`src/common/lbam_pkg.sv`:
```
// package: constants for the leaky bucket activity monitor
package lbam_pkg;
    localparam int unsigned CLK_HZ = 10000000;
    localparam int unsigned CYCLE_MS = 128;
    localparam int unsigned CYCLE_CLKS = CLK_HZ / 1000 * CYCLE_MS;
    localparam logic [7:0] CLEAR_LIMIT_RESET = 8'h04;
    localparam logic [7:0] MAX_FILL_RESET = 8'h08;
    localparam logic [7:0] RAISE_LIMIT_RESET = 8'h06;
    localparam logic [1:0] DECAY_RATE_RESET = 2'h1;
    localparam logic [1:0] DECAY_EVERY_1 = 2'h0;
    localparam logic [1:0] DECAY_EVERY_2 = 2'h1;
    localparam logic [1:0] DECAY_EVERY_4 = 2'h2;
    localparam logic [1:0] DECAY_EVERY_8 = 2'h3;
    localparam logic [2:0] RUN_1 = 3'h0;
    localparam logic [2:0] RUN_2 = 3'h1;
    localparam logic [2:0] RUN_4 = 3'h3;
    localparam logic [2:0] RUN_8 = 3'h7;
endpackage

```
`src/core/lbam_monitor.sv`:
```
// leaky bucket accumulator scoring one reference input's faults
`timescale 1ns/1ns

////////////////////////////////////////////////////////////////////////
module lbam_monitor #(
    parameter int unsigned CYCLE_CLKS = lbam_pkg::CYCLE_CLKS
) (
    // clock and reset
    input wire logic clk,
    input wire logic rst_n,
    // monitored input status, level
    input wire logic input_fault,
    // register write port
    input wire logic clear_limit_we,
    input wire logic max_fill_we,
    input wire logic [7:0] wdata,
    // settings of neighbouring registers
    input wire logic [7:0] raise_limit,
    input wire logic [1:0] decay_rate,
    // register readback and state
    output logic [7:0] alarm_clear_limit_set2,
    output logic [7:0] bucket_max_fill_set2,
    output logic [7:0] bucket_level,
    output logic inactivity_alarm,
    output logic cycle_tick
);

    logic [31:0] tick_cnt;
    logic fault_seen;
    logic [2:0] clean_run;
    logic [2:0] run_last;
    logic next_fault;

    ////////////////////////////////////////////////////////////////////
    // registers
    always_ff @(posedge clk or negedge rst_n) begin
        if (!rst_n) begin
            alarm_clear_limit_set2 <= lbam_pkg::CLEAR_LIMIT_RESET;
            bucket_max_fill_set2 <= lbam_pkg::MAX_FILL_RESET;
        end else begin
            if (clear_limit_we) begin
                alarm_clear_limit_set2 <= wdata;
            end
            if (max_fill_we) begin
                bucket_max_fill_set2 <= wdata;
            end
        end
    end

    ////////////////////////////////////////////////////////////////////
    // 128 ms cycle divider
    always_ff @(posedge clk or negedge rst_n) begin
        if (!rst_n) begin
            tick_cnt <= 32'h0;
            cycle_tick <= 1'b0;
        end else if (tick_cnt == 32'(CYCLE_CLKS - 1)) begin
            tick_cnt <= 32'h0;
            cycle_tick <= 1'b1;
        end else begin
            tick_cnt <= tick_cnt + 32'h1;
            cycle_tick <= 1'b0;
        end
    end

    // fault latched over the cycle; the last clock of the cycle counts too
    assign next_fault = fault_seen | input_fault;

    always_ff @(posedge clk or negedge rst_n) begin
        if (!rst_n) begin
            fault_seen <= 1'b0;
        end else if (cycle_tick) begin
            fault_seen <= input_fault;
        end else begin
            fault_seen <= next_fault;
        end
    end

    ////////////////////////////////////////////////////////////////////
    // decay rate decode
    always_comb begin
        unique case (decay_rate)
            lbam_pkg::DECAY_EVERY_1: run_last = lbam_pkg::RUN_1;
            lbam_pkg::DECAY_EVERY_2: run_last = lbam_pkg::RUN_2;
            lbam_pkg::DECAY_EVERY_4: run_last = lbam_pkg::RUN_4;
            lbam_pkg::DECAY_EVERY_8: run_last = lbam_pkg::RUN_8;
        endcase
    end

    ////////////////////////////////////////////////////////////////////
    // accumulator, evaluated on the cycle tick
    always_ff @(posedge clk or negedge rst_n) begin
        if (!rst_n) begin
            bucket_level <= 8'h00;
            clean_run <= 3'h0;
        end else if (cycle_tick) begin
            if (fault_seen) begin
                clean_run <= 3'h0;
                if (bucket_level < bucket_max_fill_set2) begin
                    bucket_level <= bucket_level + 8'h01;
                end else begin
                    bucket_level <= bucket_max_fill_set2;
                end
            end else if (clean_run >= run_last) begin
                clean_run <= 3'h0;
                if (bucket_level != 8'h00) begin
                    bucket_level <= bucket_level - 8'h01;
                end
            end else begin
                clean_run <= clean_run + 3'h1;
            end
        end
    end

    ////////////////////////////////////////////////////////////////////
    // inactivity alarm with hysteresis
    always_ff @(posedge clk or negedge rst_n) begin
        if (!rst_n) begin
            inactivity_alarm <= 1'b0;
        end else if (bucket_level >= raise_limit) begin
            inactivity_alarm <= 1'b1;
        end else if (bucket_level <= alarm_clear_limit_set2) begin
            inactivity_alarm <= 1'b0;
        end
    end

endmodule // lbam_monitor

```
`config.mk`:
```
export PLATFORM = sky130hd
export DESIGN_NAME = lbam_monitor
export DESIGN_NICKNAME = d
export VERILOG_FILES = /design/src/common/lbam_pkg.sv /design/src/core/lbam_monitor.sv
export SDC_FILE = /design/constraint.sdc
export NUM_CORES = 1
export LEC_CHECK = 0
export BUFFER_PORTS_ARGS = -buffer_cell sky130_fd_sc_hd__buf_4
export CORE_MARGIN = 5
export CORE_UTILIZATION = 62
export DETAILED_ROUTE_END_ITERATION = 10
export GPL_TIMING_DRIVEN = 0
export PLACE_DENSITY_LB_ADDON = 0.05
export REMOVE_ABC_BUFFERS = 1
export SLEW_MARGIN = 10
export SYNTH_ARGS = -nofsm -noshare
export SYNTH_HDL_FRONTEND = slang
export SYNTH_SLANG_ARGS = --single-unit
```
`constraint.sdc`:
```
create_clock -name clk -period 3 [get_ports clk]
set_clock_uncertainty 0.05 [all_clocks]
set_input_delay 0.6 -clock clk [delete_from_list [all_inputs] [get_ports clk]]
set_output_delay 0.6 -clock clk [all_outputs]
set_load 0.03 [all_outputs]
```
==> impl_metrics.csv, run 1 <==
group,metric,value,unit
cells_and_area,final_common_cell,"dfrtp_1",
detailed_routing,vias_per_cell,5.76,
floorplanning,dieHeight,86.6,um
cts,post-cts-setup-buffers,0,
floorplanning,io_pins,49,
yosys,yosys.area.top_type,"dfrtp_1",
critical_path,worstPathRequired,3180,ps
timing,fmax,0.409,GHz
cts,cts_buffers,9,
timing,final-hold-violation-count,0,
detailed_routing,wl,7.70,mm
detailed_routing,first_pass_iters,4,
critical_path,path_class,"reg -> reg",
global_routing,grt_pass1_wl,13.1,mm
yosys,async_flop_share,100,%
cells_and_area,fin_nets,482,
critical_path,crit_path_end,"bucket_level[7]$_DFFE_PN0P_",
yosys,synth_cell_type_count,57,
critical_path,cp_max_fo,11,
global_routing,antenna_found_initial,0,
critical_path,cp_slowest_cell,"dfrtp_1",
yosys,syn-cell-area,3630,um^2
cells_and_area,final_cell_mix,"dfrtp_1 (60), buf_4 (48), nand2_1 (40), inv_1 (33), ha_1 (31)",
critical_path,crit_family,"compound AO/OA/AOI/OAI gates",
critical_path,reg2reg_depth,6,
cells_and_area,antennaDiodeCount,0,
timing,fin_crit_sh,81.5,%
critical_path,cpMostUsedCell,"o21ai_0",
global_routing,grt_util_all_layers,22.2,%
placed_design,detailedPlacementHpwl,5.58,mm
yosys,synthFlopType,"dfrtp_1",
power_and_ir_drop,powerDensity,460,nW/um^2
timing,setup_tns,0,ps
global_routing,grt_pass1_vias,2843,
placed_design,placed_cell_area,4040,um^2
cts,cts_hold_buf,0,
critical_path,start_kind,"register",
timing,rsz0062_at_grt,"false",
critical_path,worstReg2RegEnd,"bucket_level[7]$_DFFE_PN0P_",
yosys,ys_seq_area_share,42.8,%
timing,slew_viol_final,0,
critical_path,path_buf_inv,0,
power_and_ir_drop,p_leak,2.05,nW
critical_path,rr_startpoint,"bucket_level[5]$_DFFE_PN0P_",
cts,cts_resized,0,
floorplanning,start_util,64.8,%
yosys,ys_seq_elements,62,
yosys,synth_warnings,0,
yosys,avgSynthCellArea,9.66,um^2
cts,clk_latency,340,ps
job,max-cap-violations,0,
critical_path,critical_path_arrival,2620,ps
floorplanning,rows,27,
global_routing,grt_overflow_total,0,
critical_path,path_cells,"ha_1 > a211oi_1 > o21ai_0 > a21oi_1 > o21ai_0 > a32o_1",
floorplanning,core,5610,um^2
placed_design,gp_congestion,0.820,
yosys,netlist_top_cells_area,"dfrtp_1 (41%), ha_1 (11%), xnor2_1 (5.5%)",
timing,tightest_slew,758,ps
critical_path,startpoint,"bucket_level[5]$_DFFE_PN0P_",
cts,path_clk_slew,70,ps
critical_path,r2r_setup_slack,550,ps
critical_path,cp.depth,6,
global_routing,grt_max_degree,63,
detailed_routing,wl_per_cell,15.3,um
status,outcome,"completed",
yosys,synth_edf_count,0,
cts,h-tree-depth,3,
yosys,synth_top_area_share,41.3,%
timing,finalCriticalPeriod,2450,ps
yosys,synthCells,376,
timing,relSlewSlack,49.5,%
cells_and_area,final_area,4250,um^2
cts,clock-sinks,62,
cells_and_area,drive_gt1_share,18.5,%
critical_path,crit_path_end_kind,"register",
cts,cts_tree,"built",
detailed_routing,dr.first_iter.drc_count,135,
floorplanning,die_width,86.6,um
timing,setup_violations,0,
floorplanning,die-area,7490,um^2
detailed_routing,antenna_left,0,
placed_design,io_buffers,48,
cts,cts_max_path_buffers,2,
detailed_routing,via_count,2902,
detailed_routing,drc,0,
cts,cts-root-buf,"clkbuf_8",
cells_and_area,area_growth,16.8,%
min_path,hp-class,"in -> async",
power_and_ir_drop,ir_drop,0.000342,V
critical_path,cpPeakStageDelay,590,ps
-- cell usage after synthesis (2+ instances only) --
master,n
nor3_1,4
clkbuf_1,4
and3_1,8
xnor2_1,23
a211oi_1,5
a31oi_1,5
o311ai_0,2
dfstp_2,2
mux2i_1,2
nor2b_1,7
o211ai_1,3
a22oi_1,2
o21ai_0,27
inv_1,33
ha_1,31
or2_2,2
o21ai_1,2
a21oi_1,9
nand3_1,17
nand2b_1,3
xor2_1,10
and2_1,4
and4_1,2
nand2_1,40
nor4_1,3
nor2_1,24
mux2_2,2
a21o_1,2
nand4_1,11
dfrtp_1,60
-- report_power, final --
group / internal [mW] / total, mW / switching [mW]
registers: 0.864 / 0.894 / 0.0297
logic: 0.116 / 0.295 / 0.179
clock network: 0.446 / 0.763 / 0.318
-- worst min path at each step --
| stage | depth (start not counted) | to | slack, ps |
|---|---|---|---|
| 2_1_floorplan | 0 | alarm_clear_limit_set2[0]$_DFFE_PN0P_ | 250 |
| 3_3_place_gp | 1 | tick_cnt[10]$_DFF_PN0_ | 400 |
| 3_5_place_dp | 1 | tick_cnt[10]$_DFF_PN0_ | 410 |
| 4_1_cts | 1 | bucket_max_fill_set2[7]$_DFFE_PN0P_ | 320 |
| 5_1_grt | 1 | bucket_level[7]$_DFFE_PN0P_ | 350 |
| 6_report | 1 | alarm_clear_limit_set2[5]$_DFFE_PN0P_ | 280 |
-- registers in the layout, indices dropped and copies added (netlist names) --
register / cells
tick_cnt: 32
fault_seen: 1
clean_run: 3
alarm_clear_limit_set2: 8
bucket_level: 8
inactivity_alarm: 1
cycle_tick: 1
bucket_max_fill_set2: 8
-- layer usage --
metal	wire [um]	global-route usage, %	vias to the layer above
met2	3900	37.6	71
met3	358	3.90	16
li1	-	-	1429
met5	0	0	-
met4	160	10.5	0
met1	3280	27.4	1386
-- through the flow --
stage                     worst slack, ps  hold WS, ps  power, mW  std cells  util [%]
after CTS                             607          316       1.97        504      75.7
after detailed placement              320          409       1.21        489      72.0
after floorplan                       701          254       1.08        369         -
after global placement                398          404       1.20        489      72.0
final                                 555          277       1.95        504      75.7
after global routing                  362          346       2.04        504      75.7
-- final cells by class --
type	count	area (um^2)
timing repair buffer	48	360
tap	72	90.1
multi-input combinational	274	1910
clock buffer	12	165
sequential	62	1550
fill	414	1360
inverter	33	124
clock inverter	3	42.5
-- worst register-to-register path, cell delays in order (launching register included) --
cell and delay, ps:
dfrtp_1 590, ha_1 330, a211oi_1 270, o21ai_0 170, a21oi_1 440, o21ai_0 210
a32o_1 280
-- kinds of logic after synthesis --
group | count (synthesis) | share of synthesized area [%]
compound gates | 71 | 12.8
xor+xnor | 33 | 7.95
fa+ha+maj | 31 | 10.7
buf+inv | 40 | 4.68
flops | 62 | 42.8
mux | 4 | 1.17
simple gates | 135 | 19.9
Power figures use the tool's default switching activity.
==> run 2: changes to the inputs <==
ABC_AREA = 1   (was default)
CORE_UTILIZATION = 54   (was 62)
clock period = 2 ns   (was 3 ns; I/O delays follow)
==> impl_metrics.csv, run 2 <==
group,metric,value,unit
placed_design,placed_cell_area,4710,um^2
cts,cts_tree,"built",
critical_path,critical_path_arrival,2060,ps
global_routing,grt_pass1_wl,17.5,mm
timing,setup_violations,0,
yosys,synth_top_area_share,35.2,%
critical_path,r2r_setup_slack,140,ps
power_and_ir_drop,switchingPower,0.750,mW
cells_and_area,antennaDiodeCount,0,
yosys,ys_top_cells_by_count,"nand2_1 (116), inv_1 (96), dfrtp_1 (60)",
power_and_ir_drop,clkPwrFrac,44.0,%
power_and_ir_drop,p_comb_share,12.0,%
placed_design,gp_congestion,0.901,
critical_path,worstPathRequired,2200,ps
timing,rsz0062_at_grt,"false",
power_and_ir_drop,ir_drop,0.000350,V
yosys,netlist_top_cells_area,"dfrtp_1 (35%), nand2_1 (10%), ha_1 (9.1%)",
detailed_routing,vias_per_cell,5.25,
floorplanning,core,7690,um^2
power_and_ir_drop,power.internal,2.23,mW
critical_path,cp_max_fo,9,
yosys,synth_cell_type_count,39,
global_routing,antenna_found_initial,0,
timing,fin_crit_sh,93.0,%
yosys,async_flop_share,100,%
detailed_routing,via_count,3765,
floorplanning,die-area,9770,um^2
yosys,avgSynthCellArea,7.62,um^2
detailed_routing,dr.first_iter.drc_count,142,
cts,path_clk_slew,80,ps
yosys,yosys.area.top_type,"dfrtp_1",
power_and_ir_drop,p_leak,2.61,nW
timing,final-hold-violation-count,0,
yosys,synthFlopType,"dfrtp_1",
cts,clock-sinks,62,
yosys,ys_seq_area_share,36.5,%
cells_and_area,drive_gt1_share,17.6,%
timing,tightest_slew,791,ps
cts,cts_max_path_buffers,2,
detailed_routing,wl_per_cell,14.7,um
cts,h-tree-depth,3,
placed_design,io_buffers,48,
global_routing,grt_util_all_layers,22.3,%
yosys,syn-cell-area,4260,um^2
critical_path,rr_startpoint,"bucket_level[7]$_DFFE_PN0P_",
power_and_ir_drop,seq_power_share,44.0,%
global_routing,grt_overflow_total,0,
global_routing,grt_max_degree,63,
cells_and_area,final_util,64.8,%
cells_and_area,top_register,"tick_cnt",
cells_and_area,final_common_cell,"nand2_1",
timing,finalCriticalPeriod,1860,ps
detailed_routing,antenna_left,0,
detailed_routing,first_pass_iters,5,
detailed_routing,drc,0,
cells_and_area,fin_nets,664,
job,max-cap-violations,0,
floorplanning,die_width,98.8,um
critical_path,worstReg2RegEnd,"bucket_level[7]$_DFFE_PN0P_",
critical_path,path_class,"reg -> reg",
cells_and_area,final_area,4980,um^2
floorplanning,io_pins,49,
cells_and_area,largest_reg_flops,32,
cells_and_area,final_cell_mix,"nand2_1 (116), inv_1 (95), dfrtp_1 (56), nor2_1 (52), buf_4 (49)",
cells_and_area,area_growth,16.9,%
cts,clk_latency,350,ps
detailed_routing,wl,10.5,mm
yosys,synthCells,559,
min_path,hp-class,"in -> async",
timing,relSlewSlack,47.3,%
yosys,synth_warnings,0,
yosys,synth_edf_count,0,
yosys,yosysMostFrequentCell,"nand2_1",
critical_path,crit_path_end_kind,"register",
critical_path,reg2reg_depth,8,
timing,slew_viol_final,0,
floorplanning,rows,32,
yosys,ys_seq_elements,62,
global_routing,grt_pass1_vias,3676,
power_and_ir_drop,powerDensity,598,nW/um^2
floorplanning,dieHeight,98.8,um
timing,finalHoldWorstSlack,72.6,ps
placed_design,detailedPlacementHpwl,7.83,mm
timing,fmax,0.538,GHz
cts,cts-root-buf,"clkbuf_8",
power_and_ir_drop,power_switching_share,25.2,%
cts,cts_hold_buf,0,
floorplanning,start_util,55.4,%
status,outcome,"completed",
critical_path,start_kind,"register",
cts,cts_buffers,9,
[run 2: changes by cell type in the layout (fill, tap and decap cells not counted), sizes merged, moves of 6 or more]
cell / delta
nand3: +27
nor2: +37
and3: -7
a31oi: -6
inv: +64
nand2: +85
o21ai: -6
xnor2: -17
xor2: +9
nor3: +18
a21oi: +11
nor2b: -7
nand4: +7
[run 2: how the worst max path moves through the flow]
stage / from / to / slack, ps / cells after the start
5_1_grt: bucket_level[7]$_DFFE_PN0P_ / bucket_level[7]$_DFFE_PN0P_ / 2 / 8
2_1_floorplan: bucket_level[0]$_DFFE_PN0P_ / bucket_level[6]$_DFFE_PN0P_ / 110 / 10
4_1_cts: bucket_level[0]$_DFFE_PN0P_ / bucket_level[6]$_DFFE_PN0P_ / 30 / 10
3_5_place_dp: decay_rate[1] / bucket_level[6]$_DFFE_PN0P_ / -170 / 10
6_report: bucket_level[7]$_DFFE_PN0P_ / bucket_level[7]$_DFFE_PN0P_ / 140 / 8
3_3_place_gp: decay_rate[1] / bucket_level[6]$_DFFE_PN0P_ / -140 / 10
[run 2: repair_timing]
| item | CTS | global route |
|---|---|---|
| endpoints found under the setup margin | 8 | 9 |
| gates resized for setup | 4 | 5 |
| pin swaps | 0 | 1 |
| endpoints found under the hold margin | 0 | 0 |
| buffers inserted | 0 | 1 |
[run 2: final cells by class]
type                    instances  area, um^2
fillers                       687        2710
multi-input cells             390        2320
flip-flops and latches         62        1560
inverters                      98         372
repair buffers                 49         368
clock buffers                  13         169
well taps                     102         128
clock inverters                 3        65.1
[run 2: stage by stage]
step | worst slack [ps] | TNS, ps | power [mW] | cells
floorplan | 113 | 0 | 1.53 | 550
global placement | -135 | -692 | 1.68 | 700
detailed placement | -168 | -926 | 1.69 | 700
CTS | 26.9 | 0 | 3.01 | 716
global route | 1.73 | 0 | 3.12 | 717
finish | 140 | 0 | 2.98 | 717
[run 2: power groups by stage]
stage          clock (mW)  sequential, mW  combinational, mW
6_report             1.31            1.31              0.357
3_5_place_dp            0            1.33              0.356
3_3_place_gp            0            1.33              0.345
2_1_floorplan           0            1.39              0.135
5_1_grt              1.41            1.31              0.397
4_1_cts              1.34            1.31              0.360
[run 2: cells by family (layout without fill, tap and decap cells)]
family                     count (synthesis)  in the layout  synth area share (%)
AOI/OAI and AO/OA                         52             52                  6.61
xor gates and xnor gates                  25             25                  5.14
adders and majority gates                 31             31                  9.10
buffers and inverters                    107            163                  9.51
DFF                                       62             62                  36.5
muxes                                      1              1                 0.264
and+or+nand+nor                          281            281                  32.9
[run 2: critical path, cell delays in order, from the launching register on]
cell	delay, ps
dfrtp_1	540
ha_1	310
a21oi_1	150
o21a_2	280
nand2_4	120
nand3_1	120
nand3_1	80
nand2_1	60
inv_1	30
[run 2: routing by layer]
metal	part of all wire [%]	up-vias	wire, um	global-route usage, %
met5	0	-	0	0
met4	2.9	0	306	9.77
met3	5.0	30	527	4.39
met2	50	107	5220	38.5
met1	42	1727	4460	27.0
li1	-	1901	-	-
==> run 3: changes to the inputs <==
CTS_BUF_LIST = sky130_fd_sc_hd__clkbuf_8 sky130_fd_sc_hd__clkbuf_16   (was default)
HOLD_SLACK_MARGIN = 0.03   (was default)
clock period = 1.55 ns   (was 2 ns; I/O delays follow)
==> impl_metrics.csv, run 3 (synthesized netlist as in run 2, its figures left out) <==
group,metric,value,unit
status,outcome,"finished, violations left",
status,violations,"negative setup slack",
timing,fin_crit_sh,118,%
critical_path,cp_max_fo,11,
placed_design,dp_cells,700,
critical_path,path_cells,"clkinvlp_4 > nand4_1 > nand3_4 > buf_4 > nor2_1 > nand3_1 > nand2_1 > inv_1",
critical_path,rr_startpoint,"fault_seen$_DFF_PN0_",
critical_path,crit_path_end_kind,"register",
cells_and_area,top_register,"tick_cnt",
min_path,hp-class,"in -> reg",
timing,slew_viol_final,0,
power_and_ir_drop,p_leak,3.29,nW
cts,clock-sinks,62,
placed_design,placed_cell_area,4710,um^2
cells_and_area,fin_nets,749,
floorplanning,die-area,9770,um^2
detailed_routing,antenna_left,0,
critical_path,cpPeakStageDelay,530,ps
detailed_routing,wl,14.0,mm
timing,fmax,0.546,GHz
critical_path,path_class,"reg -> reg",
power_and_ir_drop,powerDensity,630,nW/um^2
critical_path,cp_slowest_cell,"dfrtp_4",
min_path,hold_depth,2,
cells_and_area,final_util,83.0,%
power_and_ir_drop,ir_drop,0.000496,V
global_routing,antenna_found_initial,0,
cts,clk_latency,360,ps
cells_and_area,fin_cells,802,
timing,setup_violations,38,
cts,h-tree-depth,3,
cells_and_area,drive_gt1_share,43.9,%
detailed_routing,dr.first_iter.drc_count,266,
cells_and_area,largest_reg_flops,32,
cts,cts_max_path_buffers,2,
critical_path,worstReg2RegEnd,"bucket_level[3]$_DFFE_PN0P_",
min_path,hold_path_end,"fault_seen$_DFF_PN0_",
floorplanning,io_pins,49,
critical_path,critical_path_arrival,2020,ps
placed_design,gp_congestion,0.901,
global_routing,grt_pass1_vias,4177,
job,max-cap-violations,0,
global_routing,grt_pass1_wl,19.8,mm
cells_and_area,area_growth,49.6,%
global_routing,grt_util_all_layers,25.5,%
critical_path,reg2reg_depth,8,
critical_path,worstPathRequired,1740,ps
critical_path,start_kind,"register",
timing,rsz0062_at_grt,"true",
global_routing,grt_overflow_total,0,
detailed_routing,vias_per_cell,5.56,
floorplanning,core,7690,um^2
placed_design,post-place-ws,-566,ps
placed_design,io_buffers,48,
cts,cts-root-buf,"clkbuf_8",
placed_design,detailedPlacementHpwl,7.83,mm
cells_and_area,final_cell_mix,"buf_4 (106), nand2_1 (94), inv_1 (81), dfrtp_1 (40), nor2_1 (38)",
detailed_routing,wl_per_cell,17.5,um
floorplanning,die_width,98.8,um
min_path,worstHoldStart,"input_fault",
cells_and_area,final_area,6380,um^2
floorplanning,rows,32,
cells_and_area,antennaDiodeCount,0,
timing,final-hold-violation-count,0,
floorplanning,start_util,55.4,%
cells_and_area,final_common_cell,"buf_4",
detailed_routing,drc,0,
cts,path_clk_slew,70,ps
timing,relSlewSlack,46.0,%
floorplanning,dieHeight,98.8,um
timing,tightest_slew,809,ps
timing,setup_ws,-282,ps
critical_path,path_buf_inv,3,
cts,cts_tree,"built",
detailed_routing,first_pass_iters,6,
cts,cts_buffers,9,
detailed_routing,via_count,4456,
critical_path,startpoint,"fault_seen$_DFF_PN0_",
global_routing,grt_max_degree,63,
critical_path,r2r_setup_slack,-280,ps
critical_path,crit_family,"simple AND/OR/NAND/NOR gates",
timing,finalCriticalPeriod,1830,ps
-- run 3: changes by cell type in the layout (fill, tap and decap cells not counted), sizes merged --
cell / change
buf: +83
clkbuf: -1
clkinv: +1
dlygate4sd3: +1
nand2: +1
-- run 3: power by group --
part	internal, mW	switching [mW]
Clock	1.03	0.674
Combinational	0.262	0.363
Sequential	1.66	0.0290
Total	2.95	1.07
-- run 3: stage by stage --
stage	hold slack, ps	total power [mW]	TNS [ps]
CTS	89.3	3.95	-2420
global placement	394	2.17	-8280
global route	112	4.20	-7860
detailed placement	404	2.18	-9000
finish	101	4.02	-4430
floorplan	-35.6	1.97	-2960
-- run 3: layout make-up --
class	count	area [um^2]
clock buffer	12	165
multi-input combinational	391	2920
inverter	98	379
timing repair buffer	133	1140
sequential	62	1580
tap	102	128
clock inverter	4	68.8
fill	469	1310
-- run 3: timing repair --
action,in CTS,in global routing
gates cloned,0,1
setup buffers,52,34
resized for setup,84,108
hold buffers,1,0
endpoints found under the setup margin,42,44
hold endpoints to repair,6,0
pin swaps,36,46
-- run 3: routing by layer --
metal	global-route usage, %	share of wire, %	up-vias
li1	-	-	2074
met1	29.0	38	2081
met2	45.4	51	223
met3	4.39	6.0	78
met4	13.4	5.3	0
met5	0	0	-
-- run 3: worst max-delay path by stage --
stage                                   to  slack, ps  depth (start not counted)
2_1_floorplan  bucket_level[6]$_DFFE_PN0P_       -340                         10
3_3_place_gp   bucket_level[6]$_DFFE_PN0P_       -530                          7
3_5_place_dp   bucket_level[6]$_DFFE_PN0P_       -570                          7
4_1_cts        bucket_level[3]$_DFFE_PN0P_       -150                         12
5_1_grt        bucket_level[3]$_DFFE_PN0P_       -340                          8
6_report       bucket_level[3]$_DFFE_PN0P_       -280                          8
